==> config.mk <==
export PLATFORM = sky130hd
export DESIGN_NAME = rvao_attr_out
export DESIGN_NICKNAME = d
export VERILOG_FILES = /design/src/rvao_pkg.sv /design/src/rvao_attr_out.sv
export VERILOG_INCLUDE_DIRS = /design/src
export SDC_FILE = /design/constraint.sdc
export NUM_CORES = 1
export LEC_CHECK = 0
export ABC_AREA = 1
export ABC_CLOCK_PERIOD_IN_PS = 3200
export BUFFER_PORTS_ARGS = -buffer_cell sky130_fd_sc_hd__buf_4
export CAP_MARGIN = 20
export CORE_ASPECT_RATIO = 1.4
export CORE_MARGIN = 10
export CORE_UTILIZATION = 35
export DETAILED_ROUTE_END_ITERATION = 10
export GPL_ROUTABILITY_DRIVEN = 0
export PLACE_DENSITY = 0.58
export SYNTH_ARGS = -nofsm -noshare
export SYNTH_HDL_FRONTEND = slang
export SYNTH_SLANG_ARGS = --single-unit
==> constraint.sdc <==
create_clock -name clk_sys_in -period 3.2 [get_ports clk_sys_in]
set_clock_uncertainty 0.2 [all_clocks]
set_input_delay 0.64 -clock clk_sys_in [delete_from_list [all_inputs] [get_ports clk_sys_in]]
set_output_delay 0.64 -clock clk_sys_in [all_outputs]
set_load 0.02 [all_outputs]
==> src/rvao_map.svh <==
`ifndef RVAO_MAP_SVH
`define RVAO_MAP_SVH
// Register byte offsets
`define RVAO_OFS_DISP_CTRL 8'h00
`define RVAO_OFS_OP_MODE 8'h04
`define RVAO_OFS_ZOOM 8'h08
`define RVAO_OFS_BLINK 8'h0c
`define RVAO_OFS_BASE_DOT 8'h10
`define RVAO_OFS_WIN_DOT 8'h14
`define RVAO_OFS_STATUS 8'h18
// Display control field positions
`define RVAO_DC_ATTR_LSB 0
`define RVAO_DC_BASE_EN 8
`define RVAO_DC_UPPER_EN 9
`define RVAO_DC_LOWER_EN 10
// Operation mode field position
`define RVAO_OM_SWS 0
// Attribute word positions
`define RVAO_AW_DOT_LSB 8
`define RVAO_AW_ZOOM_LSB 12
// Reset values
`define RVAO_RST_DISP_CTRL 16'h0000
`define RVAO_RST_BLINK 16'h0101
// Fields per blink unit
`define RVAO_FIELDS_PER_UNIT 3'h4
`endif

==> src/rvao_pkg.sv <==
package rvao_pkg;
  // Background screen codes on the split lines
  typedef enum logic [1:0] {
    RVAO_SCR_NONE = 2'b00,
    RVAO_SCR_BASE = 2'b01,
    RVAO_SCR_UPPER = 2'b10,
    RVAO_SCR_LOWER = 2'b11
  } rvao_screen_t;
endpackage

==> src/rvao_attr_out.sv <==
`timescale 1ns/1ps
`include "rvao_map.svh"
// What this block does
// - Drive 20-bit attribute word before hsync rises
// - Low eight bits carry user attribute code
// - New attribute shows after current raster
// - Bits 8-11 carry background start dot
// - Window scroll bit selects window dot
// - Scroll dot held, valid inside area
// - Bits 12-15 carry encoded zoom factor
// - Zoom applies to base screen only
// - Split code 00 none, 01 base
// - Split code output only when the selected screen is enabled
// - Blink lines toggle per four-field units
module rvao_attr_out (
  input wire logic clk_sys_in,
  input wire logic rst_n_in,
  input wire logic [7:0] reg_addr_in,
  input wire logic [15:0] reg_wdata_in,
  input wire logic reg_wr_in,
  input wire logic reg_rd_in,
  output logic [15:0] reg_rdata_out,
  input wire logic hsync_lead_in,
  input wire logic vsync_pulse_in,
  input wire logic area_start_in,
  input wire logic area_active_in,
  input wire rvao_pkg::rvao_screen_t screen_sel_in,
  output logic [15:0] frame_addr_data_bus_out,
  output logic frame_addr_data_oe_out,
  output logic [3:0] high_addr_raster_lines_out
);
  import rvao_pkg::*;

  logic [15:0] display_control_register; // Attribute field and screen enables
  logic [15:0] operation_mode_register; // Window smooth scroll bit
  logic [3:0] zoom_factor_register; // Zoom factor minus one
  logic [15:0] blink_control_register; // Two blink periods in units
  logic [3:0] base_dot; // Background start dot
  logic [3:0] win_dot; // Window start dot
  logic [3:0] held_dot; // Dot captured at area start
  logic [2:0] field_cnt; // Fields within one blink unit
  logic [7:0] blink_cnt [2]; // Units elapsed per blink line
  logic [1:0] blink_state; // Current blink levels
  logic [1:0] split_code; // Last split code driven
  logic [1:0] next_split; // Split code for this raster
  logic [3:0] next_zoom; // Zoom code for this raster
  logic [3:0] next_dot; // Dot code for this raster
  logic unit_tick; // End of a four-field unit

  // Register writes
  always_ff @(posedge clk_sys_in) begin
    if (!rst_n_in) begin
      display_control_register <= `RVAO_RST_DISP_CTRL;
      operation_mode_register <= 16'h0000;
      zoom_factor_register <= 4'h0;
      blink_control_register <= `RVAO_RST_BLINK;
      base_dot <= 4'h0;
      win_dot <= 4'h0;
    end else if (reg_wr_in) begin
      unique case (reg_addr_in)
        `RVAO_OFS_DISP_CTRL: display_control_register <= reg_wdata_in;
        `RVAO_OFS_OP_MODE: operation_mode_register <= reg_wdata_in;
        `RVAO_OFS_ZOOM: zoom_factor_register <= reg_wdata_in[3:0];
        `RVAO_OFS_BLINK: blink_control_register <= reg_wdata_in;
        `RVAO_OFS_BASE_DOT: base_dot <= reg_wdata_in[3:0];
        `RVAO_OFS_WIN_DOT: win_dot <= reg_wdata_in[3:0];
        default: begin
          // Unmapped or read-only, ignored
        end
      endcase
    end
  end

  // Register reads, data in the following cycle only
  always_ff @(posedge clk_sys_in) begin
    if (!rst_n_in) begin
      reg_rdata_out <= 16'h0000;
    end else if (reg_rd_in) begin
      unique case (reg_addr_in)
        `RVAO_OFS_DISP_CTRL: reg_rdata_out <= display_control_register;
        `RVAO_OFS_OP_MODE: reg_rdata_out <= operation_mode_register;
        `RVAO_OFS_ZOOM: reg_rdata_out <= {12'h000, zoom_factor_register};
        `RVAO_OFS_BLINK: reg_rdata_out <= blink_control_register;
        `RVAO_OFS_BASE_DOT: reg_rdata_out <= {12'h000, base_dot};
        `RVAO_OFS_WIN_DOT: reg_rdata_out <= {12'h000, win_dot};
        `RVAO_OFS_STATUS: reg_rdata_out <= {8'h00, blink_state, split_code, held_dot};
        default: reg_rdata_out <= 16'h0000;
      endcase
    end else begin
      reg_rdata_out <= 16'h0000;
    end
  end

  // Scroll dot captured once at area start and held
  always_ff @(posedge clk_sys_in) begin
    if (!rst_n_in) begin
      held_dot <= 4'h0;
    end else if (area_start_in) begin
      // Window dot when window smooth scroll is set
      held_dot <= operation_mode_register[`RVAO_OM_SWS] ? win_dot : base_dot;
    end
  end

  // Split code, zoom and dot for the coming raster
  always_comb begin
    next_split = RVAO_SCR_NONE;
    unique case (screen_sel_in)
      RVAO_SCR_BASE: begin
        if (display_control_register[`RVAO_DC_BASE_EN]) next_split = RVAO_SCR_BASE;
      end
      RVAO_SCR_UPPER: begin
        if (display_control_register[`RVAO_DC_UPPER_EN]) next_split = RVAO_SCR_UPPER;
      end
      RVAO_SCR_LOWER: begin
        if (display_control_register[`RVAO_DC_LOWER_EN]) next_split = RVAO_SCR_LOWER;
      end
      RVAO_SCR_NONE: next_split = RVAO_SCR_NONE;
    endcase
    // Zoom only on the base screen, factor one elsewhere
    next_zoom = (next_split == RVAO_SCR_BASE) ? zoom_factor_register : 4'h0;
    // Dot only valid inside the area
    next_dot = area_active_in ? held_dot : 4'h0;
  end

  // Field counter, one tick every four fields
  always_ff @(posedge clk_sys_in) begin
    if (!rst_n_in) begin
      field_cnt <= 3'h0;
    end else if (vsync_pulse_in) begin
      field_cnt <= (field_cnt == `RVAO_FIELDS_PER_UNIT - 3'h1) ? 3'h0 : field_cnt + 3'h1;
    end
  end
  assign unit_tick = vsync_pulse_in && (field_cnt == `RVAO_FIELDS_PER_UNIT - 3'h1);

  // Blink lines, each toggles after its period of units
  genvar g;
  for (g = 0; g < 2; g++) begin : g_blink
    always_ff @(posedge clk_sys_in) begin
      if (!rst_n_in) begin
        blink_cnt[g] <= 8'h00;
        blink_state[g] <= 1'b0;
      end else if (unit_tick) begin
        // Period zero treated as one unit
        if (blink_cnt[g] + 8'h01 >= blink_control_register[g*8 +: 8]) begin
          blink_cnt[g] <= 8'h00;
          blink_state[g] <= ~blink_state[g];
        end else begin
          blink_cnt[g] <= blink_cnt[g] + 8'h01;
        end
      end
    end
  end

  // Attribute word driven in the last cycle before hsync rises
  always_ff @(posedge clk_sys_in) begin
    if (!rst_n_in) begin
      frame_addr_data_bus_out <= 16'h0000;
      frame_addr_data_oe_out <= 1'b0;
      high_addr_raster_lines_out <= 4'h0;
      split_code <= 2'b00;
    end else if (hsync_lead_in) begin
      // Attribute field sampled at raster end
      frame_addr_data_bus_out <= {next_zoom, next_dot,
        display_control_register[`RVAO_DC_ATTR_LSB +: 8]};
      frame_addr_data_oe_out <= 1'b1;
      high_addr_raster_lines_out <= {blink_state, next_split};
      split_code <= next_split;
    end else begin
      // Bus released outside the attribute cycle
      frame_addr_data_bus_out <= 16'h0000;
      frame_addr_data_oe_out <= 1'b0;
      high_addr_raster_lines_out <= 4'h0;
    end
  end

  // Word appears exactly one cycle after the lead pulse
  a_word_slot: assert property (@(posedge clk_sys_in) disable iff (!rst_n_in)
    hsync_lead_in |=> frame_addr_data_oe_out)
    else $error("attribute word missing after lead pulse");
  a_word_single: assert property (@(posedge clk_sys_in) disable iff (!rst_n_in)
    frame_addr_data_oe_out |-> $past(hsync_lead_in))
    else $error("attribute word driven without lead pulse");
  a_attr_code: assert property (@(posedge clk_sys_in) disable iff (!rst_n_in)
    hsync_lead_in |=> frame_addr_data_bus_out[7:0] ==
      $past(display_control_register[`RVAO_DC_ATTR_LSB +: 8]))
    else $error("attribute code does not match field");
  a_attr_raster: assert property (@(posedge clk_sys_in) disable iff (!rst_n_in)
    !frame_addr_data_oe_out |-> frame_addr_data_bus_out == 16'h0000)
    else $error("attribute bus active between rasters");
  a_dot_outside: assert property (@(posedge clk_sys_in) disable iff (!rst_n_in)
    (hsync_lead_in && !area_active_in) |=> frame_addr_data_bus_out[11:8] == 4'h0)
    else $error("scroll dot valid outside area");
  a_dot_window: assert property (@(posedge clk_sys_in) disable iff (!rst_n_in)
    (area_start_in && operation_mode_register[`RVAO_OM_SWS]) |=> held_dot == $past(win_dot))
    else $error("window dot not captured");
  a_dot_base: assert property (@(posedge clk_sys_in) disable iff (!rst_n_in)
    (area_start_in && !operation_mode_register[`RVAO_OM_SWS]) |=> held_dot == $past(base_dot))
    else $error("base dot not captured");
  a_dot_hold: assert property (@(posedge clk_sys_in) disable iff (!rst_n_in)
    !area_start_in |=> $stable(held_dot))
    else $error("scroll dot changed inside area");
  a_zoom_base: assert property (@(posedge clk_sys_in) disable iff (!rst_n_in)
    (frame_addr_data_oe_out && high_addr_raster_lines_out[1:0] != 2'b01)
      |-> frame_addr_data_bus_out[15:12] == 4'h0)
    else $error("zoom shown off base screen");
  a_zoom_value: assert property (@(posedge clk_sys_in) disable iff (!rst_n_in)
    (hsync_lead_in && next_split == RVAO_SCR_BASE)
      |=> frame_addr_data_bus_out[15:12] == $past(zoom_factor_register))
    else $error("zoom code wrong on base screen");
  a_split_upper: assert property (@(posedge clk_sys_in) disable iff (!rst_n_in)
    (hsync_lead_in && screen_sel_in == RVAO_SCR_UPPER &&
      display_control_register[`RVAO_DC_UPPER_EN])
      |=> high_addr_raster_lines_out[1:0] == 2'b10)
    else $error("upper screen code wrong");
  a_split_none: assert property (@(posedge clk_sys_in) disable iff (!rst_n_in)
    (hsync_lead_in && display_control_register[`RVAO_DC_LOWER_EN:`RVAO_DC_BASE_EN] == 3'h0)
      |=> high_addr_raster_lines_out[1:0] == 2'b00)
    else $error("split code shown with no screen enabled");
  a_blink_steady: assert property (@(posedge clk_sys_in) disable iff (!rst_n_in)
    !unit_tick |=> $stable(blink_state))
    else $error("blink toggled off a unit boundary");
endmodule // rvao_attr_out

==> insert_results.sql <==
INSERT INTO impl_metrics (metric_group, metric, value, unit) VALUES
('detailed_routing', 'drc_errors', '0', ''),
('cells_and_area', 'filler_cell_count', '1537', ''),
('cells_and_area', 'num-nets-final', '816', ''),
('synthesis', 'synth_warnings', '0', ''),
('clock_tree', 'ctsLongestPathBuffers', '2', ''),
('hold_path', 'timing.hold.worst.class', 'input pin to flop', ''),
('synthesis', 'synth_simple_gate_area_share', '0.230', ''),
('worst_setup_path', 'crit_path_end_kind', 'flop', ''),
('synthesis', 'post_synth_main_area_contributors', 'sky130_fd_sc_hd__dfxtp_1 40%, sky130_fd_sc_hd__edfxtp_1 8.8%, sky130_fd_sc_hd__nor2_1 8.3%, sky130_fd_sc_hd__nand2_1 7.0%, sky130_fd_sc_hd__inv_1 6.4%', ''),
('placement', 'place_area', '6090', 'µm²'),
('worst_setup_path', 'cp_max_fo', '8', ''),
('floorplan', 'floorplan.initialDensity', '0.360', ''),
('synthesis', 'ys_types', '38', ''),
('detailed_routing', 'avgRoutedWirePerCell', '14.0', 'µm'),
('detailed_routing', 'vias', '4399', ''),
('detailed_routing', 'dr.first_iter.drc_count', '270', ''),
('worst_setup_path', 'worst_path_max_delay_cell', 'sky130_fd_sc_hd__edfxtp_1', ''),
('synthesis', 'synthCells', '694', ''),
('worst_setup_path', 'crit_path_cell_trace', 'ha_1 > nand3_1 > nand3b_1 > xor2_1 > inv_1 > ha_1 > nand2_1 > nor2_1 > nor2_1 > nand3_1 > nor2_1', ''),
('global_routing', 'grt_pass1_vias', '4398', ''),
('clock_tree', 'cts_tree', 'yes', ''),
('synthesis', 'synth-compound-area-share', '0.126', ''),
('placement', 'place_hpwl', '9.87', 'mm'),
('worst_setup_path', 'timing.critical_path.arrival', '2.57', 'ns'),
('synthesis', 'post_synth_top_area_share', '0.397', ''),
('worst_setup_path', 'critical_path.max_stage_delay', '0.43', 'ns'),
('clock_tree', 'clock_sink_count', '124', ''),
('synthesis', 'synth-adder-area-share', '0.0436', ''),
('clock_tree', 'clockRootBuffer', 'sky130_fd_sc_hd__clkbuf_16', ''),
('synthesis', 'synth_nets', '747', ''),
('detailed_routing', 'detailedRoute.firstPassIterationCount', '4', ''),
('placement', 'numPortBuffers', '70', ''),
('synthesis', 'synth_sequential_area_ratio', '0.485', ''),
('detailed_routing', 'wirelength', '13.5', 'mm'),
('power', 'powerDensity', '553', 'nW/µm²'),
('worst_setup_path', 'critPathMostFrequentCell', 'sky130_fd_sc_hd__nor2_1', ''),
('floorplan', 'dieHeight', '168', 'µm'),
('cells_and_area', 'storage_element_area', '2640', 'µm²'),
('cells_and_area', 'drive_gt1_frac', '0.170', ''),
('clock_tree', 'cts_buffers', '17', ''),
('timing', 'setup_repair_after_global_routing_missed_its_margin', 'no', ''),
('placement', 'place.detailed.instances', '936', ''),
('synthesis', 'mappedNetlistArea', '5450', 'µm²'),
('timing', 'final.min_clock_period', '2.52', 'ns'),
('synthesis', 'synth_xor_xnor_area_share', '0.0209', ''),
('worst_setup_path', 'cp-start-kind', 'flop', ''),
('global_routing', 'antenna_violations_before_repair', '0', ''),
('floorplan', 'die-width', '125', 'µm'),
('worst_setup_path', 'required_time_of_the_worst_setup_path', '3.26', 'ns'),
('synthesis', 'dominant_combinational_cell_family_by_area_after_synthesis', 'simple AND/OR/NAND/NOR gates', ''),
('floorplan', 'placementRows', '53', ''),
('clock_tree', 'htreeDepth', '4', ''),
('synthesis', 'yosys-mux-area-fraction', '0', ''),
('timing', 'total_negative_setup_slacks', '0', 'ns'),
('synthesis', 'synth-async-reset-ratio', '0', ''),
('global_routing', 'grt_first_pass_wirelength', '22.3', 'mm'),
('timing', 'setup_slack', '0.682', 'ns'),
('power', 'leakage', '0.00297', 'µW'),
('power', 'power.total', '3700', 'µW'),
('placement', 'post_place_worst_slack', '0.654', 'ns'),
('power', 'peakVddDrop', '0.273', 'mV'),
('cells_and_area', 'antenna-diode-count', '0', ''),
('floorplan', 'core_area', '15100', 'µm²'),
('clock_tree', 'clock_insertion_delay_worst_skew', '0.41', 'ns'),
('timing', 'worst_slew_margin_rel', '0.517', ''),
('timing', 'fmaxAchievable', '397', 'MHz'),
('global_routing', 'grt_start_max_net_pins', '67', ''),
('synthesis', 'flops_latches_synth', '124', ''),
('flow_run', 'drv.max_cap_violation_count', '0', ''),
('synthesis', 'top_cell_type_by_total_area_after_synthesis', 'sky130_fd_sc_hd__dfxtp_1', ''),
('run_status', 'outcome', 'finished, final reports clean', '');
## layout make-up
| type | count | share of cell area |
|---|---|---|
| timing repair buffer | 72 | 0.0808 |
| multi-input combinational | 450 | 0.343 |
| clock buffer | 23 | 0.0731 |
| inverter | 98 | 0.0561 |
| sequential | 124 | 0.395 |
| clock inverter | 9 | 0.0165 |
| tap | 192 | 0.0359 |
## cells by family (layout without fill, tap and decap cells)
| kind of cell | Yosys count | after routing |
|---|---|---|
| flops | 124 | 124 |
| fa+ha+maj | 19 | 19 |
| xor+xnor | 13 | 13 |
| simple gates | 286 | 286 |
| buf+inv | 120 | 202 |
| compound gates | 132 | 132 |
## metal layers
| layer | vias up | part of all wire | global-route usage |
|---|---|---|---|
| met4 | 0 | 0.0099 | 0.0492 |
| met5 | - | 0 | 0 |
| met3 | 10 | 0.049 | 0.0357 |
| li1 | 2344 | - | - |
| met1 | 1964 | 0.42 | 0.147 |
| met2 | 81 | 0.52 | 0.229 |
## path summary, 6_finish.rpt
kind	startpoint	end	slack, ns	cells past startpoint
worst min register to register	field_cnt[2]	field_cnt[2]	0.24	2
worst max-delay path	blink_cnt[1][0]	blink_cnt[1][0]	0.68	11
worst max register to register	blink_cnt[1][0]	blink_cnt[1][0]	0.68	11
worst min-delay path	vsync_pulse_in	field_cnt[1]	0.23	2
## flip-flops by register name, indices dropped and copies added (netlist names), 3 cells and up
register	flops
base_dot	4
blink_cnt	16
blink_control_register	16
display_control_register	16
field_cnt	3
frame_addr_data_bus_out	16
held_dot	4
high_addr_raster_lines_out	4
operation_mode_register	16
reg_rdata_out	16
win_dot	4
zoom_factor_register	4
## through the flow
step	util	hold slack (ns)
2_1_floorplan	-	0.217
3_3_place_gp	0.403	0.229
3_5_place_dp	0.403	0.234
4_1_cts	0.442	0.224
5_1_grt	0.442	0.238
6_report	0.442	0.234
## where the power goes
group          switching (µW)  internal (µW)
Sequential               10.6           1590
Combinational             111           68.2
Clock                     685           1230
## placed cells by master, fill, tap and decap left out, drive strengths merged
master,count
a21o,2
clkbuf,23
nand2,105
bufinv,2
clkinv,4
clkinvlp,3
dfxtp,108
xor2,11
nand3,34
o21ai,76
inv,98
xnor2,2
and3,1
nor2,140
nand3b,2
ha,19
nand4,2
or2,1
buf,72
edfxtp,16
o211ai,7
nor3,1
a21oi,45
o22ai,1
a31oi,1
No activity file was read; power rests on OpenSTA's default activity.
